### src/core/qri_consts.svh
// timing constants of the parallel rgb pixel input
`ifndef QRI_CONSTS_SVH
`define QRI_CONSTS_SVH
`define QRI_ACTIVE_PIXELS   9'h140
`define QRI_ACTIVE_LINES    9'h0f0
`define QRI_TOP_BLANK_LINES 9'h007
`define QRI_FIRST_LINE      9'h008
`define QRI_DEFAULT_START   9'h034
`define QRI_LEVEL_BITS      6
`define QRI_SYNC_STAGES     2
`endif

### src/core/qri_pkg.sv
// shared types of the parallel rgb pixel input
`include "qri_consts.svh"
package qri_pkg;
    typedef logic [`QRI_LEVEL_BITS-1:0] qri_level_t;
    typedef logic [8:0]                 qri_count_t;
endpackage

### src/core/qri_rx.sv
// receiver of the 18-bit parallel rgb pixel port with sync and strobe
`timescale 1ns/1ps
`include "qri_consts.svh"

// Operation
// - exactly 320 active pixels per line
// - top blanking is exactly 7 lines
// - exactly 240 active lines per frame
// - strobe rising edge sets first pixel
// - strobe held low starts at clock 52
// - vertical window starts at line 8
// - strobe positions lines only if it rose in the previous frame
// - six-bit binary level per colour
// - pixel is 18 parallel active-high bits
module qri_rx
    import qri_pkg::*;
(
    // system clock and reset
    input  wire logic       sys_clk,
    input  wire logic       rst_n,
    // pixel port pins, all asynchronous to sys_clk
    input  wire logic       pix_clk,
    input  wire logic       line_sync_n,
    input  wire logic       frame_sync_n,
    input  wire logic       active_pixel_strobe,
    input  wire qri_level_t red_level_bits,
    input  wire qri_level_t green_level_bits,
    input  wire qri_level_t blue_level_bits,
    // captured pixel stream
    output logic            pix_valid_q,
    output qri_level_t      pix_red_q,
    output qri_level_t      pix_green_q,
    output qri_level_t      pix_blue_q,
    output qri_count_t      pix_col_q,
    output qri_count_t      pix_row_q,
    output logic            frame_start_q
);

    // ************************************************************
    // input synchronisers
    // ************************************************************
    localparam int W = 22;
    // idle pin levels: clock low, syncs high, strobe low, black data
    // so that release of reset shows no false sync or strobe edge
    localparam logic [W-1:0] SY_IDLE = {1'b0, 1'b1, 1'b1, 1'b0, 18'h00000};
    logic [W-1:0] sy1_q, sy1_d;   // first stage, read only by second
    logic [W-1:0] sy2_q, sy2_d;   // second stage, safe to use
    logic         ck_prev_q, ck_prev_d; // pixel clock one sample back

    // two flops on every pin before logic sees it
    always_comb begin
        sy1_d     = {pix_clk, line_sync_n, frame_sync_n, active_pixel_strobe,
                     red_level_bits, green_level_bits, blue_level_bits};
        sy2_d     = sy1_q;
        ck_prev_d = sy2_q[21];
    end

    // synchroniser registers
    always_ff @(posedge sys_clk or negedge rst_n) begin
        if (!rst_n) begin
            sy1_q     <= SY_IDLE;
            sy2_q     <= SY_IDLE;
            ck_prev_q <= 1'b0;
        end else begin
            sy1_q     <= sy1_d;
            sy2_q     <= sy2_d;
            ck_prev_q <= ck_prev_d;
        end
    end

    // ************************************************************
    // pixel clock edge and sync decode
    // ************************************************************
    logic       tick;     // rising pixel clock edge seen
    logic       hs, vs, de;
    logic [17:0] rgb;     // red, green, blue from high to low
    assign tick = sy2_q[21] & ~ck_prev_q;
    assign hs   = ~sy2_q[20];
    assign vs   = ~sy2_q[19];
    assign de   = sy2_q[18];
    assign rgb  = sy2_q[17:0];

    // ************************************************************
    // timing state
    // ************************************************************
    logic       hs_prev_q, hs_prev_d;   // line sync at last tick
    logic       vs_prev_q, vs_prev_d;   // frame sync at last tick
    logic       de_prev_q, de_prev_d;   // strobe at last tick
    qri_count_t h_cnt_q, h_cnt_d;       // clocks since line sync
    qri_count_t line_q, line_d;         // lines since frame sync
    qri_count_t col_q, col_d;           // next active column
    logic       run_q, run_d;           // horizontal window open
    logic       done_q, done_d;         // this line already shown
    logic       seen_q, seen_d;         // strobe rose in this frame
    logic       de_mode_q, de_mode_d;   // strobe positions lines
    logic       hs_edge, vs_edge, de_rise, v_act, start;
    qri_count_t h_nx;                   // h_cnt after this tick
    logic       out_v_d, fs_d;
    qri_level_t r_d, g_d, b_d;
    qri_count_t oc_d, or_d;

    // next-state logic of counters, window and capture
    always_comb begin
        hs_edge   = tick & hs & ~hs_prev_q;
        vs_edge   = tick & vs & ~vs_prev_q;
        de_rise   = tick & de & ~de_prev_q;
        hs_prev_d = tick ? hs : hs_prev_q;
        vs_prev_d = tick ? vs : vs_prev_q;
        de_prev_d = tick ? de : de_prev_q;
        h_cnt_d   = h_cnt_q;
        line_d    = line_q;
        col_d     = col_q;
        run_d     = run_q;
        done_d    = done_q;
        seen_d    = seen_q | de_rise;
        de_mode_d = de_mode_q;
        out_v_d   = 1'b0;
        fs_d      = 1'b0;
        r_d       = pix_red_q;
        g_d       = pix_green_q;
        b_d       = pix_blue_q;
        oc_d      = pix_col_q;
        or_d      = pix_row_q;
        // count clocks within the line, saturating
        h_nx = hs_edge ? 9'h000 : ((h_cnt_q == 9'h1ff) ? h_cnt_q : h_cnt_q + 9'h001);
        // vertical window from line 8 for 240 lines, strobe plays no part
        // fixed line 8
        v_act = (line_q >= `QRI_FIRST_LINE) &&
                (line_q < `QRI_FIRST_LINE + `QRI_ACTIVE_LINES);
        start = tick & v_act & ~run_q & ~done_q & ~hs_edge &
                (de_mode_q ? de_rise : (h_nx == `QRI_DEFAULT_START));
        if (tick) begin
            h_cnt_d = h_nx;
        end
        // a new line rearms the window
        if (hs_edge) begin
            line_d = (line_q == 9'h1ff) ? line_q : line_q + 9'h001;
            run_d  = 1'b0;
            done_d = 1'b0;
            col_d  = '0;
        end
        // frame sync restarts line count and picks the position mode
        if (vs_edge) begin
            line_d    = '0;
            fs_d      = 1'b1;
            de_mode_d = seen_q | de_rise;
            seen_d    = 1'b0;
        end
        if (tick && (run_q || start) && !hs_edge) begin
            out_v_d = 1'b1;
            r_d  = rgb[17:12];
            g_d  = rgb[11:6];
            b_d  = rgb[5:0];
            oc_d = col_q;
            or_d = line_q - `QRI_FIRST_LINE;
            if (col_q == `QRI_ACTIVE_PIXELS - 9'h001) begin
                run_d  = 1'b0;
                done_d = 1'b1;
            end else begin
                run_d  = 1'b1;
            end
            col_d = col_q + 9'h001;
        end
    end

    // timing and output registers
    always_ff @(posedge sys_clk or negedge rst_n) begin
        if (!rst_n) begin
            hs_prev_q     <= 1'b0;
            vs_prev_q     <= 1'b0;
            de_prev_q     <= 1'b0;
            h_cnt_q       <= 9'h1ff;
            line_q        <= 9'h1ff;
            col_q         <= '0;
            run_q         <= 1'b0;
            done_q        <= 1'b0;
            seen_q        <= 1'b0;
            de_mode_q     <= 1'b0;
            pix_valid_q   <= 1'b0;
            pix_red_q     <= '0;
            pix_green_q   <= '0;
            pix_blue_q    <= '0;
            pix_col_q     <= '0;
            pix_row_q     <= '0;
            frame_start_q <= 1'b0;
        end else begin
            hs_prev_q     <= hs_prev_d;
            vs_prev_q     <= vs_prev_d;
            de_prev_q     <= de_prev_d;
            h_cnt_q       <= h_cnt_d;
            line_q        <= line_d;
            col_q         <= col_d;
            run_q         <= run_d;
            done_q        <= done_d;
            seen_q        <= seen_d;
            de_mode_q     <= de_mode_d;
            pix_valid_q   <= out_v_d;
            pix_red_q     <= r_d;
            pix_green_q   <= g_d;
            pix_blue_q    <= b_d;
            pix_col_q     <= oc_d;
            pix_row_q     <= or_d;
            frame_start_q <= fs_d;
        end
    end
endmodule

### config.mk
export PLATFORM = sky130hd
export DESIGN_NAME = qri_rx
export DESIGN_NICKNAME = d
export VERILOG_FILES = /design/src/core/qri_pkg.sv /design/src/core/qri_rx.sv
export VERILOG_INCLUDE_DIRS = /design/src /design/src/core
export SDC_FILE = /design/constraint.sdc
export NUM_CORES = 1
export LEC_CHECK = 0
export CORE_MARGIN = 2
export CORE_UTILIZATION = 55
export CTS_CLUSTER_DIAMETER = 120
export DETAILED_ROUTE_END_ITERATION = 8
export DONT_BUFFER_PORTS = 1
export PLACE_DENSITY_LB_ADDON = 0.2
export SLEW_MARGIN = 0
export SYNTH_ARGS = -nofsm -noshare
export SYNTH_HDL_FRONTEND = slang
export SYNTH_SLANG_ARGS = --single-unit
### constraint.sdc
create_clock -name sys_clk -period 3.1 [get_ports sys_clk]
set_input_delay 0.31 -clock sys_clk [delete_from_list [all_inputs] [get_ports sys_clk]]
set_output_delay 0.31 -clock sys_clk [all_outputs]
set_load 0.005 [all_outputs]
; ---- After elaboration in Yosys (flattened, before gate mapping)
; Cells that the tools add are included.
[classes]
add_sub_neg = 4
order_cmp = 2
eq_ne = 5
muxes = 17
bitwise_logic = 22
reduce_logical = 8
[ops]
columns = cell, count
row1 = two-way mux 9 bit, 7
row2 = "adder 9 x 1 -> 9 bit, second input constant", 3
row3 = "== test 9 bit, second input constant", 3
row4 = bitwise AND 1 bit, 12
row5 = two-way mux 1 bit, 10
row6 = "== test 9 x 6 -> 1 bit, second input constant", 1
row7 = ">= comparator 9 x 4 -> 1 bit, second input constant", 1
row8 = "< comparator 9 x 8 -> 1 bit, second input constant", 1
row9 = inverter 1 bit, 9
row10 = "subtractor 9 x 4 -> 9 bit, second input constant", 1
row11 = nonzero test 2 bit, 2
row12 = logical AND 1 bit, 3
row13 = "!= test 2 bit, second input constant", 1
row14 = AND reduction 2 bit, 1
row15 = zero test 1 bit, 1
row16 = logical OR 1 bit, 1
row17 = bitwise OR 1 bit, 1
[totals]
ff_bits = 117
input_bits = 24
output_inout_bits = 38
elab_cells = 78

; ---- Longest topological paths before layout
[depth]
word_depth = 12
ltp_mapped = 11
mapped_depth_nobuf = 9

; ---- Worst setup path after synthesis
; Ideal clock, no wire load.
[synth_path]
kind = register to register
start = register line_q[4]
end = register pix_col_q[5]
setup_time_ns = 0.125
t_arrival_ns = 2.471
required_ns = 2.975
slack_ns = 0.504
path_stages_with_launch = 11
path_buffers = 2
period_less_slack_ns = 2.596
cell_sequence = dfstp_2 > inv_1 > ha_1 > or3b_4 > a311oi_4 > nor3_2 > a22oi_4 > and2_1 > buf_6 > buf_2 > mux2_2
[synth_between]
elab_chain_len = 10
elab_cells_between_ends = 11
classes_between = 2 x order compare / 5 x bitwise / 4 x reduce/logical
[synth_rtl]
columns = item, line
row1 = start: declaration, qri_rx.sv:90  ; qri_count_t line_q, line_d;
row2 = start signal: assignment, qri_rx.sv:191  ; line_q <= line_d;
row3 = >= comparator 9 x 4 -> 1 bit (no line) / < comparator 9 x 8 -> 1 bit (equally long branches), n/a
row4 = logical AND 1 bit *, qri_rx.sv:128  ; v_act = (line_q >= `QRI_FIRST_LINE) &&
row5 = bitwise AND 1 bit * (5 in a row), qri_rx.sv:130  ; start = tick & v_act & ~run_q & ~done_q & ~hs_edge &
row6 = logical OR 1 bit *, qri_rx.sv:149  ; if (tick && (run_q || start) && !hs_edge) begin
row7 = logical AND 1 bit * (2 in a row), qri_rx.sv:149
row8 = end signal: assignment, qri_rx.sv:183  ; pix_col_q <= '0;
row9 = end signal: assignment, qri_rx.sv:201  ; pix_col_q <= oc_d;
row10 = end: declaration, qri_rx.sv:34  ; output qri_count_t pix_col_q,
; Mark *: on every way between the ends. The rest lies on a longest branch, timed or not.
; A chain may end at the register's enable or synchronous reset.

; ---- Worst setup path after layout
[layout_path]
start = register line_q[3]
end = register pix_blue_q[3]
[layout_between]
elab_chain_len = 10
elab_cells_between_ends = 11
classes_between = 2 x order compare / 5 x bitwise / 4 x reduce/logical
[layout_rtl]
columns = item, line
row1 = >= comparator 9 x 4 -> 1 bit (no line) / < comparator 9 x 8 -> 1 bit (equally long branches), n/a
row2 = logical AND 1 bit *, qri_rx.sv:128
row3 = bitwise AND 1 bit * (5 in a row), qri_rx.sv:130
row4 = logical OR 1 bit *, qri_rx.sv:149
row5 = logical AND 1 bit * (2 in a row), qri_rx.sv:149
row6 = end signal: assignment, qri_rx.sv:182  ; pix_blue_q <= '0;
row7 = end signal: assignment, qri_rx.sv:200  ; pix_blue_q <= b_d;
row8 = end: declaration, qri_rx.sv:33  ; output qri_level_t pix_blue_q,
; Marks and branches as above.

==> results.sh <==
export IMPL_run_status="finished, final reports clean"
export IMPL_worst_skew_pair_latency_ns=0.50
export IMPL_layout_filler_cells=559
export IMPL_routabilityCongestion=0.9508
export IMPL_setup_worst_path_class="reg2reg"
export IMPL_yosys_area_top_type_share_pct=51.24
export IMPL_finalSetupViolations=0
export IMPL_r2r_end="pix_blue_q[3]$_DFFE_PN0P_"
export IMPL_std_cell_rows=33
export IMPL_min_delay_path_class="reg2reg"
export IMPL_r2r_setup_slk_ns=0.38
export IMPL_synth_yosys_seq_area_share_pct=63.70
export IMPL_numPortBuffers=0
export IMPL_cts_sink_count=117
export IMPL_cts_inserted_buffers=17
export IMPL_final_hold_violation_count=0
export IMPL_required_time_of_the_critical_path_ns=3.48
export IMPL_synth_area_um2=4639
export IMPL_antennaDiodeCount=0
export IMPL_postCtsSetupBuffers=0
export IMPL_cts_path_max_buffers=2
export IMPL_holdCritStartpoint="sy1_q[21]$_DFF_PN0_"
export IMPL_period_minus_slack_ns=2.721
export IMPL_detail_route_wl_per_cell_um=16.76
export IMPL_global_route_overflow_total=0
export IMPL_synth_area_leaders="dfrtp_1, dfstp_2, mux2_2"
export IMPL_post_route_cells_drive_above_1_share_pct=24.64
export IMPL_syn_to_final_growth_pct=21.52
export IMPL_worstHoldPathCells=0
export IMPL_dieHeight_um=95.85
export IMPL_drc_errors=0
export IMPL_synth_net_count=401
export IMPL_maxClockFrequency_mhz=367.5
export IMPL_category_of_the_worst_setup_path_capture_point="flop"
export IMPL_yosysTopAreaCell="dfrtp_1"
export IMPL_ys_flop_type="dfrtp_1"
export IMPL_avgViaCountPerCell=5.583
export IMPL_holdWs_ns=0.3473
export IMPL_drt_first_pass_iters=4
export IMPL_fin_skew_ns=0.007841
export IMPL_leak_pwr_uw=0.002575
export IMPL_clock_tree_from_tritoncts="yes"
export IMPL_rr_startpoint="line_q[3]$_DFFE_PN1P_"
export IMPL_multi_input_area_um2=1544
export IMPL_syn_area_per_cell_um2=12.57
export IMPL_relSlewSlack_pct=61.59
export IMPL_dr_first_iter_drc_count=208
export IMPL_timing_final_crit_share_pct=87.78
export IMPL_vias=2920
export IMPL_worst_slew_pin_slew_ns=0.5761
export IMPL_synth_cell_type_count=47
export IMPL_grt_setup_unrepaired="false"
export IMPL_synth_most_common_cell="dfrtp_1"
export IMPL_clk_transition_reported_paths_ns=0.06
export IMPL_netlist_top_cells_count="dfrtp_1, mux2_2, nand2_1, nor2_1, dfstp_2"
export IMPL_worst_hold_path_endpoint="sy2_q[21]$_DFF_PN0_"
export IMPL_cap_violations=0
export IMPL_drtAntennaViolNets=0
export IMPL_grt_pass1_wl_mm=14.88
export IMPL_clk_root_buffer_cell="clkbuf_8"
export IMPL_synthesis_yosys_warnings=0
export IMPL_start_util_pct=56.46
export IMPL_globalRouteTotalUtil_pct=21.63
export IMPL_ff_latch_area_um2=2955
export IMPL_fp_dieW_um=95.85
export IMPL_count_of_flip_flops_with_a_built_in_enable_after_synthesis=0
export IMPL_worst_r2r_cell_count=9
export IMPL_maxSlewViolCount=0
export IMPL_final_setup_tns_ns=0
export IMPL_synth_seq_cells=117
export IMPL_post_detailed_placement_half_perimeter_wirelength_mm=5.519
export IMPL_boundaryPins=62
export IMPL_nets=438
export IMPL_maximum_number_of_pins_on_one_net_before_global_route_repair=118
export IMPL_core_area_um2=8217
export IMPL_worst_ir_drop_on_vdd_uv=489.6
export IMPL_path_max_fanout=24
export IMPL_antenna_found_initial=0
export IMPL_postSynth_asyncResetShare_pct=100.0
export IMPL_post_synth_inst_count=369
export IMPL_area_enclosed_by_the_die_boundary_um2=9186
export IMPL_grt_pass1_vias=2927
export IMPL_cellPowerDensity_nw_per_um2=709.7
export IMPL_wirelength_mm=8.765
export IMPL_setup_worst_path_start_class="flop"
export IMPL_worst_ep_arrival_time_ns=3.10
export IMPL_ctsHtreeMaxLevel=4
==> where the power goes <==
part	internal, uW	switching [uW]
clock network	1340	706
logic	102	133
registers	1650	79.9
total	3080	918
==> kinds of logic after synthesis <==
| logic type | share of synthesized area (%) |
|---|---|
| XOR/XNOR | 2.454 |
| flip-flops | 63.70 |
| multiplexers | 8.145 |
| AO/OA/AOI/OAI | 8.738 |
| AND/OR/NAND/NOR | 11.79 |
| adder cells (fa/ha/maj) | 2.158 |
| buffers and inverters | 3.021 |
==> critical path: stages (launching register included) <==
cell      delay [ns]
dfstp_2         0.61
inv_1           0.07
ha_1            0.22
or3b_4          0.26
a311oi_4        0.05
nor3_2          0.37
nand3_1         0.15
and2_1          0.24
inv_4           0.24
mux2_2          0.38
==> layout make-up <==
class	count	area share, %
flip-flops and latches	117	52.42
multi-input cells	224	27.39
clock buffers	18	7.590
repair buffers	35	6.036
clock inverters	13	3.462
well taps	105	2.330
inverters	11	0.7767
==> routing by layer <==
layer | up-vias | global-route usage, % | routed length (um) | share of wire (%)
li1 | 1361 | - | - | -
met1 | 1453 | 29.10 | 3874 | 44
met2 | 92 | 32.75 | 4163 | 47
met3 | 14 | 7.987 | 595 | 6.8
met4 | 0 | 7.262 | 131 | 1.5
met5 | - | 0 | 0 | 0
==> state kept, by name (all words and copies together) (netlist names), 6 cells and up <==
register / flops
col_q: 9
h_cnt_q: 9
line_q: 9
pix_blue_q: 6
pix_col_q: 9
pix_green_q: 6
pix_red_q: 6
pix_row_q: 9
sy1_q: 22
sy2_q: 22
==> layout by cell type (no fill, tap or decap), types with 5 or more instances in the layout <==
cell type / instances
dfrtp_1: 95
mux2_2: 30
nor2_1: 28
nand2_1: 28
dlygate4sd3_1: 23
dfstp_2: 22
o21ai_0: 18
a21oi_1: 17
nand3_1: 16
clkbuf_16: 16
buf_4: 11
inv_1: 10
xnor2_1: 9
ha_1: 8
nand4_1: 7
nand2b_1: 6
nor3_1: 5
a31oi_1: 5
and2_1: 5
==> through the flow <==
step                std cells  utilization [%]  setup slack (ns)  area [um2]  power (uW)
CTS                       523            68.62            0.3916        5638        4031
floorplan                 369                -            0.5042        4639        1871
detailed placement        468            57.90            0.4048        4757        1929
global placement          468            57.90            0.4862        4757        1918
finish                    523            68.62            0.3789        5638        4001
global route              523            68.62            0.2123        5638        4167
==> worst max path at each step <==
stage	depth (start not counted)	slack (ns)	endpoint	start
2_1_floorplan	10	0.50	pix_col_q[5]$_DFFE_PN0P_	line_q[4]$_DFFE_PN1P_
3_3_place_gp	9	0.49	pix_green_q[2]$_DFFE_PN0P_	line_q[3]$_DFFE_PN1P_
3_5_place_dp	9	0.40	pix_blue_q[3]$_DFFE_PN0P_	line_q[3]$_DFFE_PN1P_
4_1_cts	9	0.39	pix_blue_q[3]$_DFFE_PN0P_	line_q[3]$_DFFE_PN1P_
5_1_grt	9	0.21	pix_blue_q[0]$_DFFE_PN0P_	line_q[3]$_DFFE_PN1P_
6_report	9	0.38	pix_blue_q[3]$_DFFE_PN0P_	line_q[3]$_DFFE_PN1P_
==> what timing repair did <==
item / in CTS / in global routing
hold buffers: 24 / 0
gates resized for setup: 0 / 0
hold endpoints to repair: 139 / 0
No activity file was read; power rests on OpenSTA's default activity.
